**src/rtl/fds_pkg.sv**
```systemverilog
// Shared widths, encodings and steering constants for the divider block.
package fds_pkg;
	localparam int N_DIV     = 4;
	localparam int N_STAGE   = 4;
	localparam int INT_W     = 8;
	localparam int FRAC_W    = 43;
	localparam int RATIO_W   = INT_W + FRAC_W;
	localparam int DIVIDE_W  = 32;
	localparam int PS_W      = 32;
	localparam int STEP_W    = 6;

	// Index of each steerable divider inside the divider arrays.
	localparam int DIV_FOUR  = 0;
	localparam int DIV_FIVE  = 1;
	localparam int DIV_SIX   = 2;
	localparam int DIV_SEVEN = 3;

	// Paths per output stage: every stage on this device is single.
	localparam int STAGE_PATHS = 1;

	// Period of one analog PLL cycle in femtoseconds, a plain default.
	localparam longint ANALOG_PLL_PERIOD_FS = 64'd73000;
	localparam longint FS_PER_PS            = 64'd1000;

	// Fraction units that lengthen one divider period by one picosecond.
	localparam longint FRAC_PER_PS =
		((64'd1 << FRAC_W) * FS_PER_PS) / ANALOG_PLL_PERIOD_FS;

	// Phase moved per divider period at each steering rate, in picoseconds.
	localparam logic [STEP_W-1:0] STEP_FAST_PS   = 6'h10;
	localparam logic [STEP_W-1:0] STEP_MEDIUM_PS = 6'h04;
	localparam logic [STEP_W-1:0] STEP_SLOW_PS   = 6'h01;

	typedef enum logic [1:0] {
		FDS_RATE_SLOW,
		FDS_RATE_MEDIUM,
		FDS_RATE_FAST
	} fds_rate_e;

	typedef logic [RATIO_W-1:0] fds_ratio_t;
endpackage : fds_pkg

```
**src/rtl/fds_stage_if.sv**
```systemverilog
// Connection between the divider core and one output stage.
interface fds_stage_if #(
	parameter int PATHS = 1
);
	logic                  tick;
	logic [31:0]           divide_value;
	logic [31:0]           high_width;
	logic                  invert;
	logic [PATHS-1:0]      true_q;
	logic [PATHS-1:0]      comp_q;

	modport core (
		output tick,
		output divide_value,
		output high_width,
		output invert,
		input  true_q,
		input  comp_q
	);

	modport stage (
		input  tick,
		input  divide_value,
		input  high_width,
		input  invert,
		output true_q,
		output comp_q
	);
endinterface : fds_stage_if

```
**src/rtl/fds_out_stage.sv**
```systemverilog
// Output stage: integer divide and high-width pulse shaping per path.
module fds_out_stage #(
	parameter int PATHS = 1
) (
	input  wire logic ref_clk,
	input  wire logic reset_n,
	fds_stage_if.stage sif
);
	import fds_pkg::*;

	typedef struct packed {
		logic [PATHS-1:0][31:0] cnt;
		logic [PATHS-1:0]       q;
		logic [PATHS-1:0]       nq;
	} fds_stage_s;

	fds_stage_s st_r;
	fds_stage_s st_nxt;

	logic [31:0] half_w;
	logic [31:0] high_w;

	always_comb
	begin
		st_nxt = st_r;
		// Default waveform is high for half the period, rounded up for odd divide values.
		// The sum is one bit wider so the largest divide value does not wrap to zero.
		half_w = 32'(({1'b0, sif.divide_value} + 33'h000000001) >> 1);
		// Zero width keeps the default half split; otherwise the count sets the high time.
		high_w = (sif.high_width == 32'h00000000) ? half_w : sif.high_width;
		// Both copies of a dual stage run identical logic from one divider.
		for (int p = 0; p < PATHS; p++)
		begin
			if (sif.tick)
			begin
				// Counter wraps at the integer divide value.
				if (st_r.cnt[p] + 32'h00000001 >= sif.divide_value)
				begin
					st_nxt.cnt[p] = 32'h00000000;
				end
				else
				begin
					st_nxt.cnt[p] = st_r.cnt[p] + 32'h00000001;
				end
				// Pulse is always high-going; low elsewhere in every mode.
				st_nxt.q[p]  = (st_nxt.cnt[p] < high_w);
				// Complement pin inverts when its option is set.
				st_nxt.nq[p] = sif.invert ? ~st_nxt.q[p] : st_nxt.q[p];
			end
		end
	end

	always_ff @(posedge ref_clk or negedge reset_n)
	begin
		if (!reset_n)
		begin
			st_r <= '0;
		end
		else
		begin
			st_r <= st_nxt;
		end
	end

	assign sif.true_q = st_r.q;
	assign sif.comp_q = st_r.nq;
endmodule : fds_out_stage

```
**src/rtl/fds_top.sv**
```systemverilog
// Steerable fractional dividers feeding four output stages.
module fds_top (
	input  wire logic                                      ref_clk,
	input  wire logic                                      reset_n,
	input  wire logic [fds_pkg::N_DIV-1:0][fds_pkg::INT_W-1:0]  div_int,
	input  wire logic [fds_pkg::N_DIV-1:0][fds_pkg::FRAC_W-1:0] div_frac,
	input  wire logic [fds_pkg::N_DIV-1:0]                 fine_adjust_wr,
	input  wire logic [fds_pkg::N_DIV-1:0][fds_pkg::PS_W-1:0]   fine_adjust_ps,
	input  wire fds_pkg::fds_rate_e [fds_pkg::N_DIV-1:0]    steer_rate,
	input  wire logic                                      stage4_source_select,
	input  wire logic                                      stage7_source_select,
	input  wire logic [fds_pkg::N_STAGE-1:0][31:0]         output_integer_divide,
	input  wire logic [fds_pkg::N_STAGE-1:0][31:0]         output_high_pulse_width,
	input  wire logic [fds_pkg::N_STAGE-1:0]               complement_invert,
	output logic [fds_pkg::N_STAGE-1:0]                    true_output_pin,
	output logic [fds_pkg::N_STAGE-1:0]                    complement_output_pin,
	output logic [fds_pkg::N_DIV-1:0]                      phase_loop_feedback_tick,
	output logic [fds_pkg::N_DIV-1:0]                      steer_busy
);
	import fds_pkg::*;

	typedef struct packed {
		logic [INT_W-1:0]       cnt;
		logic [FRAC_W-1:0]      acc;
		logic signed [PS_W-1:0] rem;
		logic                   tick;
	} fds_div_s;

	typedef struct packed {
		fds_div_s [N_DIV-1:0] div;
		logic [N_DIV-1:0]     busy;
	} fds_top_s;

	localparam fds_ratio_t FRAC_PER_PS_R = fds_ratio_t'(FRAC_PER_PS);

	fds_top_s st_r;
	fds_top_s st_nxt;

	// Per-divider working values for the combinational step.
	logic [N_DIV-1:0][STEP_W-1:0] lvl_ps;
	logic [N_DIV-1:0][STEP_W-1:0] step_ps;
	logic [N_DIV-1:0][PS_W-1:0]   rem_mag;
	logic [N_DIV-1:0]             steering;
	logic [N_DIV-1:0][RATIO_W-1:0] delta;
	logic [N_DIV-1:0][RATIO_W-1:0] eff;
	logic [N_DIV-1:0][FRAC_W:0]   frac_sum;
	logic [N_DIV-1:0][INT_W-1:0]  period;
	logic signed [N_DIV-1:0][PS_W-1:0] consumed;

	always_comb
	begin
		st_nxt = st_r;
		for (int d = 0; d < N_DIV; d++)
		begin
			unique case (steer_rate[d])
				FDS_RATE_FAST:   lvl_ps[d] = STEP_FAST_PS;
				FDS_RATE_MEDIUM: lvl_ps[d] = STEP_MEDIUM_PS;
				FDS_RATE_SLOW:   lvl_ps[d] = STEP_SLOW_PS;
				default:         lvl_ps[d] = STEP_SLOW_PS;
			endcase
			steering[d] = (st_r.div[d].rem != '0);
			rem_mag[d]  = st_r.div[d].rem[PS_W-1] ? (~st_r.div[d].rem + 32'h00000001)
				: st_r.div[d].rem;
			// Full rate steps while enough phase remains, then the whole remainder in one final step.
			if (!steering[d])
			begin
				step_ps[d] = '0;
			end
			else if (rem_mag[d] >= PS_W'(lvl_ps[d]))
			begin
				step_ps[d] = lvl_ps[d];
			end
			else
			begin
				step_ps[d] = rem_mag[d][STEP_W-1:0];
			end
			delta[d] = RATIO_W'(step_ps[d] * FRAC_PER_PS_R);
			// Delay lengthens the period, advance shortens it; zero offset is nominal.
			if (st_r.div[d].rem[PS_W-1])
			begin
				eff[d]      = {div_int[d], div_frac[d]} - delta[d];
				consumed[d] = -$signed(PS_W'(step_ps[d]));
			end
			else
			begin
				eff[d]      = {div_int[d], div_frac[d]} + delta[d];
				consumed[d] = $signed(PS_W'(step_ps[d]));
			end
			// Fraction accumulator adds one extra input cycle on each carry.
			frac_sum[d] = {1'b0, st_r.div[d].acc} + {1'b0, eff[d][FRAC_W-1:0]};
			period[d]   = eff[d][RATIO_W-1:FRAC_W] + INT_W'(frac_sum[d][FRAC_W]);
			st_nxt.div[d].tick = 1'b0;
			if (st_r.div[d].cnt <= 8'h01)
			begin
				st_nxt.div[d].tick = 1'b1;
				st_nxt.div[d].acc  = frac_sum[d][FRAC_W-1:0];
				st_nxt.div[d].cnt  = (period[d] == '0) ? 8'h01 : period[d];
				st_nxt.div[d].rem  = st_r.div[d].rem - consumed[d];
			end
			else
			begin
				st_nxt.div[d].cnt = st_r.div[d].cnt - 8'h01;
			end
			// New requests add to whatever phase is still outstanding.
			if (fine_adjust_wr[d])
			begin
				st_nxt.div[d].rem = st_nxt.div[d].rem + $signed(fine_adjust_ps[d]);
			end
			st_nxt.busy[d] = (st_nxt.div[d].rem != '0);
		end
	end

	always_ff @(posedge ref_clk or negedge reset_n)
	begin
		if (!reset_n)
		begin
			st_r <= '0;
		end
		else
		begin
			st_r <= st_nxt;
		end
	end

	// Divider ticks reach the phase-loop feedback as registered pulses.
	always_comb
	begin
		for (int d = 0; d < N_DIV; d++)
		begin
			phase_loop_feedback_tick[d] = st_r.div[d].tick;
		end
	end
	assign steer_busy = st_r.busy;

	// Source selection per stage; stages 5 and 6 have a single choice.
	logic [N_STAGE-1:0] stage_tick;
	always_comb
	begin
		stage_tick[0] = stage4_source_select ? st_r.div[DIV_FIVE].tick
			: st_r.div[DIV_FOUR].tick;
		stage_tick[1] = st_r.div[DIV_FIVE].tick;
		stage_tick[2] = st_r.div[DIV_SIX].tick;
		stage_tick[3] = stage7_source_select ? st_r.div[DIV_SEVEN].tick
			: st_r.div[DIV_SIX].tick;
	end

	genvar g;
	generate
		for (g = 0; g < N_STAGE; g++)
		begin : g_stage
			fds_stage_if #(.PATHS(STAGE_PATHS)) sif ();

			assign sif.tick       = stage_tick[g];
			assign sif.divide_value = output_integer_divide[g];
			assign sif.high_width = output_high_pulse_width[g];
			assign sif.invert     = complement_invert[g];

			fds_out_stage #(
				.PATHS (STAGE_PATHS)
			) u_stage (
				.ref_clk (ref_clk),
				.reset_n (reset_n),
				.sif     (sif.stage)
			);

			assign true_output_pin[g]       = sif.true_q[0];
			assign complement_output_pin[g] = sif.comp_q[0];
		end
	endgenerate
endmodule : fds_top

```
**config.mk**
```make
export PLATFORM = sky130hd
export DESIGN_NAME = fds_top
export DESIGN_NICKNAME = d
export VERILOG_FILES = /design/src/rtl/fds_pkg.sv /design/src/rtl/fds_stage_if.sv /design/src/rtl/fds_out_stage.sv /design/src/rtl/fds_top.sv
export SDC_FILE = /design/constraint.sdc
export NUM_CORES = 2
export LEC_CHECK = 0
export BUFFER_PORTS_ARGS = -buffer_cell sky130_fd_sc_hd__buf_2
export CAP_MARGIN = 20
export CORE_MARGIN = 2
export CORE_UTILIZATION = 30
export DETAILED_ROUTE_END_ITERATION = 8
export GPL_TIMING_DRIVEN = 0
export SYNTH_ARGS = -nofsm -noshare
export SYNTH_HDL_FRONTEND = slang
export SYNTH_SLANG_ARGS = --single-unit
export TNS_END_PERCENT = 5
```
**constraint.sdc**
```tcl
create_clock -name ref_clk -period 21.3 [get_ports ref_clk]
set_input_delay 2.13 -clock ref_clk [delete_from_list [all_inputs] [get_ports ref_clk]]
set_output_delay 2.13 -clock ref_clk [all_outputs]
set_load 0.05 [all_outputs]
```
# [Word-level counts from Yosys, hierarchy flattened]
# Cells that the tools add are included.
[op_classes] n_addsub=44 multipliers=4 order_cmp=16 eq_ne=8 n_mux=58 bitwise=8 n_reduce_logical=16
[op_table] cell="$mux 32" count=24
[op_table] cell="$add 32x1->32 const B" count=8
[op_table] cell="$reduce_bool 32->1" count=8
[op_table] cell="$add 51x43->51" count=4
[op_table] cell="$mux 51" count=4
[op_table] cell="$sub 51x43->51" count=4
[op_table] cell="$add 43x43->44" count=4
[op_table] cell="$mul 6x37->43 const B" count=4
[op_table] cell="$add 32x1->33 const B" count=4
[op_table] cell="$mux 33" count=4
[op_table] cell="$add 32x32->32" count=4
[op_table] cell="$ge 32x32->1" count=4
[op_table] cell="$ge 32x6->1" count=4
[op_table] cell="$logic_not 32->1" count=4
[op_table] cell="$lt 32x32->1" count=4
[op_table] cell="$neg 6->32" count=4
[op_table] cell="$not 32->32" count=4
[op_table] cell="$sub 32x32->32" count=4
[op_table] cell="$mux 8" count=8
[op_table] cell="$mux 6" count=8
[op_table] cell="$pmux 5 s2" count=4
[op_table] cell="$add 8x1->8" count=4
[op_table] cell="$le 8x1->1 const B" count=4
[op_table] cell="$logic_not 8->1" count=4
[op_table] cell="5 further kinds" count=22
[totals] reg_bits=476 input_bits=608 output_inout_bits=16

# [Longest topological paths before layout]
[depth] depth_word=14 ltp_mapped=66 depth_no_buf=63

# [Cells and area by module]
# A second synthesis with hierarchy kept.
[unflattened] cells_unflattened=9420 area_unflattened_um2=73436.7
[by_module_without_submodules] mod="fds_top" n_inst=1 cells_per_inst=7255 area_per_inst_um2=55667.1 seq_area_each_um2=8508.2
[by_module_without_submodules] mod="fds_out_stage at g_stage[1].u_stage ..." n_inst=3 cells_per_inst=539 area_per_inst_um2=4434.3 seq_area_each_um2=850.8
[by_module_without_submodules] mod="fds_out_stage at g_stage[0].u_stage" n_inst=1 cells_per_inst=548 area_per_inst_um2=4466.8 seq_area_each_um2=850.8

# [Least setup slack after synthesis]
# No wires, ideal clock.
[synth_timing] path_type="input port to flip-flop" startpoint="in steer_rate[2] in the netlist's numbering" endpoint="reg st_r[164] in the netlist's numbering" arrival_ns=13.348 t_required_ns=21.205 path_slack_ns=7.857 stages=52 path_cell_list="inv_1 > ha_1 > ha_1 > o31a_1 > o31ai_1 > o311a_1 > nand4_1 > nor4_1 > and2_1 > buf_2 > inv_1 > a211oi_1 > inv_1 > ha_1 > ha_1 > fa_1 > inv_1 > fa_1 > [16 not listed] > a221o_1 > a21oi_1 > o21bai_1 > xor2_1 > ha_1 > and3_1 > a211o_1 > a21o_1 > a221o_1 > a31oi_1 > o21ai_0 > ha_1 > and2_1 > nand2_1 > a211o_1 > xor2_1 > or4_1 > o31ai_1"
[synth_rtl] element="from (decl)" line="fds_top.sv:9" rtl="input wire fds_pkg::fds_rate_e [fds_pkg::N_DIV-1:0] steer_rate,"
[synth_rtl] element="to (signal assigned)" line="fds_top.sv:121" rtl="st_r <= st_nxt;"
[synth_rtl] element="to (decl)" line="fds_top.sv:36" rtl="fds_top_s st_r;"

==> qor.log <==
INFO  run_status     outcome=complete, no violations
INFO  drt            via_count=71200
INFO  placement      routability_driven_placement_congestion_ratio=0.961
INFO  worst_setup_path critPathSlowestCell=sky130_fd_sc_hd__nor4b_2
INFO  drt            finalWirelength=246mm
INFO  drt            wl_per_cell=18.2µm
INFO  power_and_ir_drop leakage=0.0386µW
INFO  power_and_ir_drop irDropWorstVdd=0.0970mV
INFO  grt            grt_pass1_vias=66900
INFO  floorplan      start_util=30.2%
INFO  worst_hold_path hold_path_class=register to register
INFO  worst_setup_path worst_setup_path_start_kind=register
INFO  cts            clk-insertion-delay-late=0.71ns
INFO  cts            clk_transition_reported_paths=0.06ns
INFO  cts            cts_max_path_buffers=3
INFO  worst_setup_path cp-startpoint=st_r[288]$_DFF_PN0_
INFO  synthesis      async_flop_share=100%
INFO  grt            grt_overflow=0
INFO  drt            remaining_drc_errors=0
INFO  worst_setup_path cp_max_fo=10
INFO  run            drv.max_cap_violation_count=0
INFO  drt            drtAntennaViolNets=0
INFO  worst_setup_path crit_type=register to register
INFO  cts            post_cts.repair.setup_buffers=0
INFO  grt            first_pass_grt_wire_length=380mm
INFO  synthesis      syn_area=72700µm²
INFO  worst_setup_path worst_setup_end_kind=register
INFO  grt            grt_util_met2=30.6%
INFO  grt            grtUsageMet3=2.50%
INFO  cts            cts_tree=yes
INFO  synthesis      synth-edff-count=0
INFO  worst_setup_path critPathBufInv=10
INFO  cts            postCtsResizedCells=0
INFO  synthesis      synth_seq_cells=476
INFO  drt            viasPerCell=5.28
INFO  grt            initial_antenna_violation_count=76
INFO  sta            slew-limit-headroom=29.2%
INFO  layout         fill_cell_count=25700
INFO  synthesis      yosys_warnings=0
INFO  grt            grt_util_all_layers=19.2%
INFO  layout         finish.instance_area=82800µm²
INFO  worst_setup_path timing.critical_path.arrival=16.40ns
INFO  drt            drt_iter0_markers=4850
INFO  cts            cts_root_buffer=sky130_fd_sc_hd__clkbuf_16
INFO  sta            finalWorstSetupSlack=5.54ns
INFO  sta            tns=0ns
INFO  drt            drt-pass1-iter-count=6
INFO  grt            global_route.peak_usage_layer=met2
INFO  grt            globalRouteMet1Util=26.0%
INFO  sta            final.period_utilization=74.0%
INFO  cts            cts_num_sinks=476
INFO  floorplan      boundaryPins=624
INFO  cts            cts.htree.levels=3
INFO  floorplan      coreArea=241000µm²
INFO  cts            cts.hold.buffers_added=0
INFO  sta            unrepaired_setup_endpoints_after_global_routing=no
INFO  floorplan      floorplan.rows=180
INFO  floorplan      die_area=246000µm²
INFO  sta            clock_skew=0.0422ns
INFO  sta            report.final.slew_viol_count=0
INFO  worst_setup_path critical_path_max_stage_delay=0.64ns
INFO  layout         layout-area-overhead-vs-synth=13.8%
INFO  floorplan      fp.dieH=496µm
INFO  power_and_ir_drop powerDensity=168nW/µm²
INFO  sta            final_period_minus_worst_setup_slack=15.76ns
INFO  synthesis      synth_cells=9473
INFO  layout         layout_nets=11900
INFO  worst_setup_path critPathTopFamily=compound AO/OA/AOI/OAI gates
INFO  worst_hold_path hp-start=st_r[318]$_DFFE_PN0N_
INFO  placement      buffers_added_on_ports=620
INFO  grt            pin_count_of_the_biggest_net_entering_global_routing=104
INFO  placement      placed_area=80100µm²
INFO  synthesis      synth.distinct_cells=97
INFO  floorplan      die_x=496µm
INFO  sta            final_hold_violation_count=0
INFO  synthesis      synthesis.area_per_instance=7.68µm²
INFO  sta            worst_slew_pin_slew=1.05ns
INFO  cts            numCtsBuffers=72
INFO  synthesis      ys_seq_area_share=16.4%
INFO  synthesis      synth_top_flop_cell=sky130_fd_sc_hd__dfrtp_1
INFO  placement      placement.setup.worst_slack=5.40ns
INFO  worst_setup_path most_frequent_cell_on_the_critical_path=sky130_fd_sc_hd__ha_1
INFO  sta            timing.fmax=0.0635GHz
INFO  layout         layout-drive-gt1-share=10.2%
INFO  worst_setup_path timing.critical_path.required=21.94ns
INFO  sta            setup_viol=0
INFO  worst_setup_path r2r-start=st_r[288]$_DFF_PN0_
INFO  placement      hpwl=203mm
==> cell families (layout without fill, tap and decap cells) <==
group / Yosys count / count (layout) / share of synthesized area [%]
multiplexers: 202 / 202 / 3.06
buffers and inverters: 877 / 1643 / 4.64
AO/OA/AOI/OAI: 2819 / 2819 / 24.6
XOR/XNOR: 1001 / 1001 / 12.1
flip-flops: 476 / 476 / 16.4
AND/OR/NAND/NOR: 3028 / 3028 / 20.5
adder cells (fa/ha/maj): 1068 / 1068 / 18.7
other: 2 / 68 / 0.0103
==> flip-flops by register name, summed over array words and instances, names as in the netlist <==
signal,flops
g_stage.u_stage.st_r,128
g_stage.u_stage.sif.comp_q,4
steer_busy,4
g_stage.sif.tick,2
st_r,332
phase_loop_feedback_tick,2
g_stage.u_stage.sif.true_q,4
==> cell type report <==
| type | instances | area, µm² | share of cell area (%) |
|---|---|---|---|
| Inverter | 570 | 2140 | 2.58 |
| Clock buffer | 103 | 2160 | 2.61 |
| Buffer | 307 | 1240 | 1.49 |
| Clock inverter | 26 | 403 | 0.487 |
| Timing Repair Buffer | 637 | 3330 | 4.02 |
| Sequential cell | 476 | 11900 | 14.4 |
| Antenna cell | 44 | 110 | 0.133 |
| Multi-Input combinational cell | 8142 | 57500 | 69.5 |
| Tap cell | 3185 | 3990 | 4.81 |
==> metal layers <==
metal,up-vias,routed length (µm)
li1,36000,-
met1,32900,114000
met2,1873,108000
met3,416,13500
met4,34,9700
met5,-,240
==> final timing paths <==
path / to / slack (ns) / cells past startpoint
min in group asynchronous: st_r[193]$_DFF_PN0_ / 1.26 / 1
hold reg to reg: st_r[318]$_DFFE_PN0N_ / 0.48 / 2
max in group asynchronous: st_r[298]$_DFFE_PN0N_ / 18.13 / 4
setup / recovery: st_r[332]$_DFF_PN0_ / 5.54 / 58
hold / removal: st_r[318]$_DFFE_PN0N_ / 0.48 / 2
setup reg to reg: st_r[332]$_DFF_PN0_ / 5.54 / 58
==> worst register-to-register path, delay by kind of cell (launching register included) <==
| kind | cells | cell delay, ns |
|---|---|---|
| AOI/OAI and AO/OA | 18 | 4.86 |
| xor gates and xnor gates | 3 | 0.76 |
| adders and majority gates | 9 | 2.82 |
| buffers and inverters | 10 | 3.39 |
| DFF | 1 | 0.32 |
| muxes | 1 | 0.15 |
| and+or+nand+nor | 17 | 3.39 |
==> where the power goes <==
| part | leakage [µW] | switching, µW | internal [µW] |
|---|---|---|---|
| clock | 0.00125 | 513 | 804 |
| sequential | 0.00537 | 350 | 1180 |
| combinational | 0.0320 | 6310 | 4770 |
==> per-stage QoR <==
| stage | utilization, % | total power (µW) | std cells | hold WS (ns) |
|---|---|---|---|---|
| 6_report | 34.4 | 13900 | 13500 | 0.478 |
| 5_1_grt | 34.4 | 15400 | 13500 | 0.499 |
| 4_1_cts | 34.3 | 13900 | 13400 | 0.477 |
| 3_5_place_dp | 33.3 | 12400 | 13300 | 0.465 |
| 3_3_place_gp | 33.2 | 12400 | 13300 | 0.459 |
| 2_1_floorplan | - | 10200 | 9495 | 0.445 |
==> layout by cell type, fill, tap and decap left out, types with 74 or more instances in the layout <==
| cell | Yosys | layout |
|---|---|---|
| sky130_fd_sc_hd__a211oi_1 | 76 | 76 |
| sky130_fd_sc_hd__a21o_1 | 392 | 392 |
| sky130_fd_sc_hd__a21oi_1 | 813 | 813 |
| sky130_fd_sc_hd__a31oi_1 | 93 | 93 |
| sky130_fd_sc_hd__and3_1 | 119 | 119 |
| sky130_fd_sc_hd__buf_2 | 13 | 639 |
| sky130_fd_sc_hd__clkbuf_1 | 247 | 256 |
| sky130_fd_sc_hd__clkbuf_16 | 0 | 74 |
| sky130_fd_sc_hd__dfrtp_1 | 476 | 476 |
| sky130_fd_sc_hd__ha_1 | 1032 | 1032 |
| sky130_fd_sc_hd__inv_1 | 566 | 566 |
| sky130_fd_sc_hd__mux2_2 | 150 | 150 |
| sky130_fd_sc_hd__nand2_1 | 859 | 859 |
| sky130_fd_sc_hd__nand2b_1 | 133 | 133 |
| sky130_fd_sc_hd__nand3_1 | 254 | 254 |
| sky130_fd_sc_hd__nand4_1 | 152 | 152 |
| sky130_fd_sc_hd__nor2_1 | 695 | 695 |
| sky130_fd_sc_hd__nor2b_1 | 147 | 147 |
| sky130_fd_sc_hd__nor3_1 | 221 | 221 |
| sky130_fd_sc_hd__nor4_1 | 108 | 108 |
| sky130_fd_sc_hd__o21a_1 | 119 | 119 |
| sky130_fd_sc_hd__o21ai_0 | 649 | 647 |
| sky130_fd_sc_hd__o21bai_1 | 91 | 91 |
| sky130_fd_sc_hd__o31ai_1 | 142 | 142 |
| sky130_fd_sc_hd__xnor2_1 | 648 | 648 |
| sky130_fd_sc_hd__xor2_1 | 352 | 352 |
==> synth_stat cells, drive strengths merged (45+ instances only) <==
cell type | number | share of area (%)
ha | 1032 | 18
nand2 | 859 | 4.4
a21oi | 813 | 5.6
nor2 | 696 | 3.6
o21ai | 650 | 4.5
xnor2 | 648 | 7.8
inv | 568 | 2.9
dfrtp | 476 | 16
a21o | 392 | 4.0
xor2 | 352 | 4.2
nand3 | 254 | 1.7
clkbuf | 247 | 1.3
nor3 | 223 | 1.5
mux2 | 153 | 2.4
nand4 | 152 | 1.3
nor2b | 147 | 1.3
o31ai | 142 | 1.5
nand2b | 133 | 1.1
and3 | 119 | 1.0
o21a | 119 | 1.2
nor4 | 112 | 1.0
a31oi | 94 | 0.82
o21bai | 91 | 0.94
a211oi | 76 | 0.78
or3 | 62 | 0.53
buf | 60 | 0.42
o211ai | 52 | 0.54
mux2i | 49 | 0.68
and2 | 47 | 0.40
or4 | 46 | 0.49
or2 | 45 | 0.39
(Power assumes the default switching activity.)
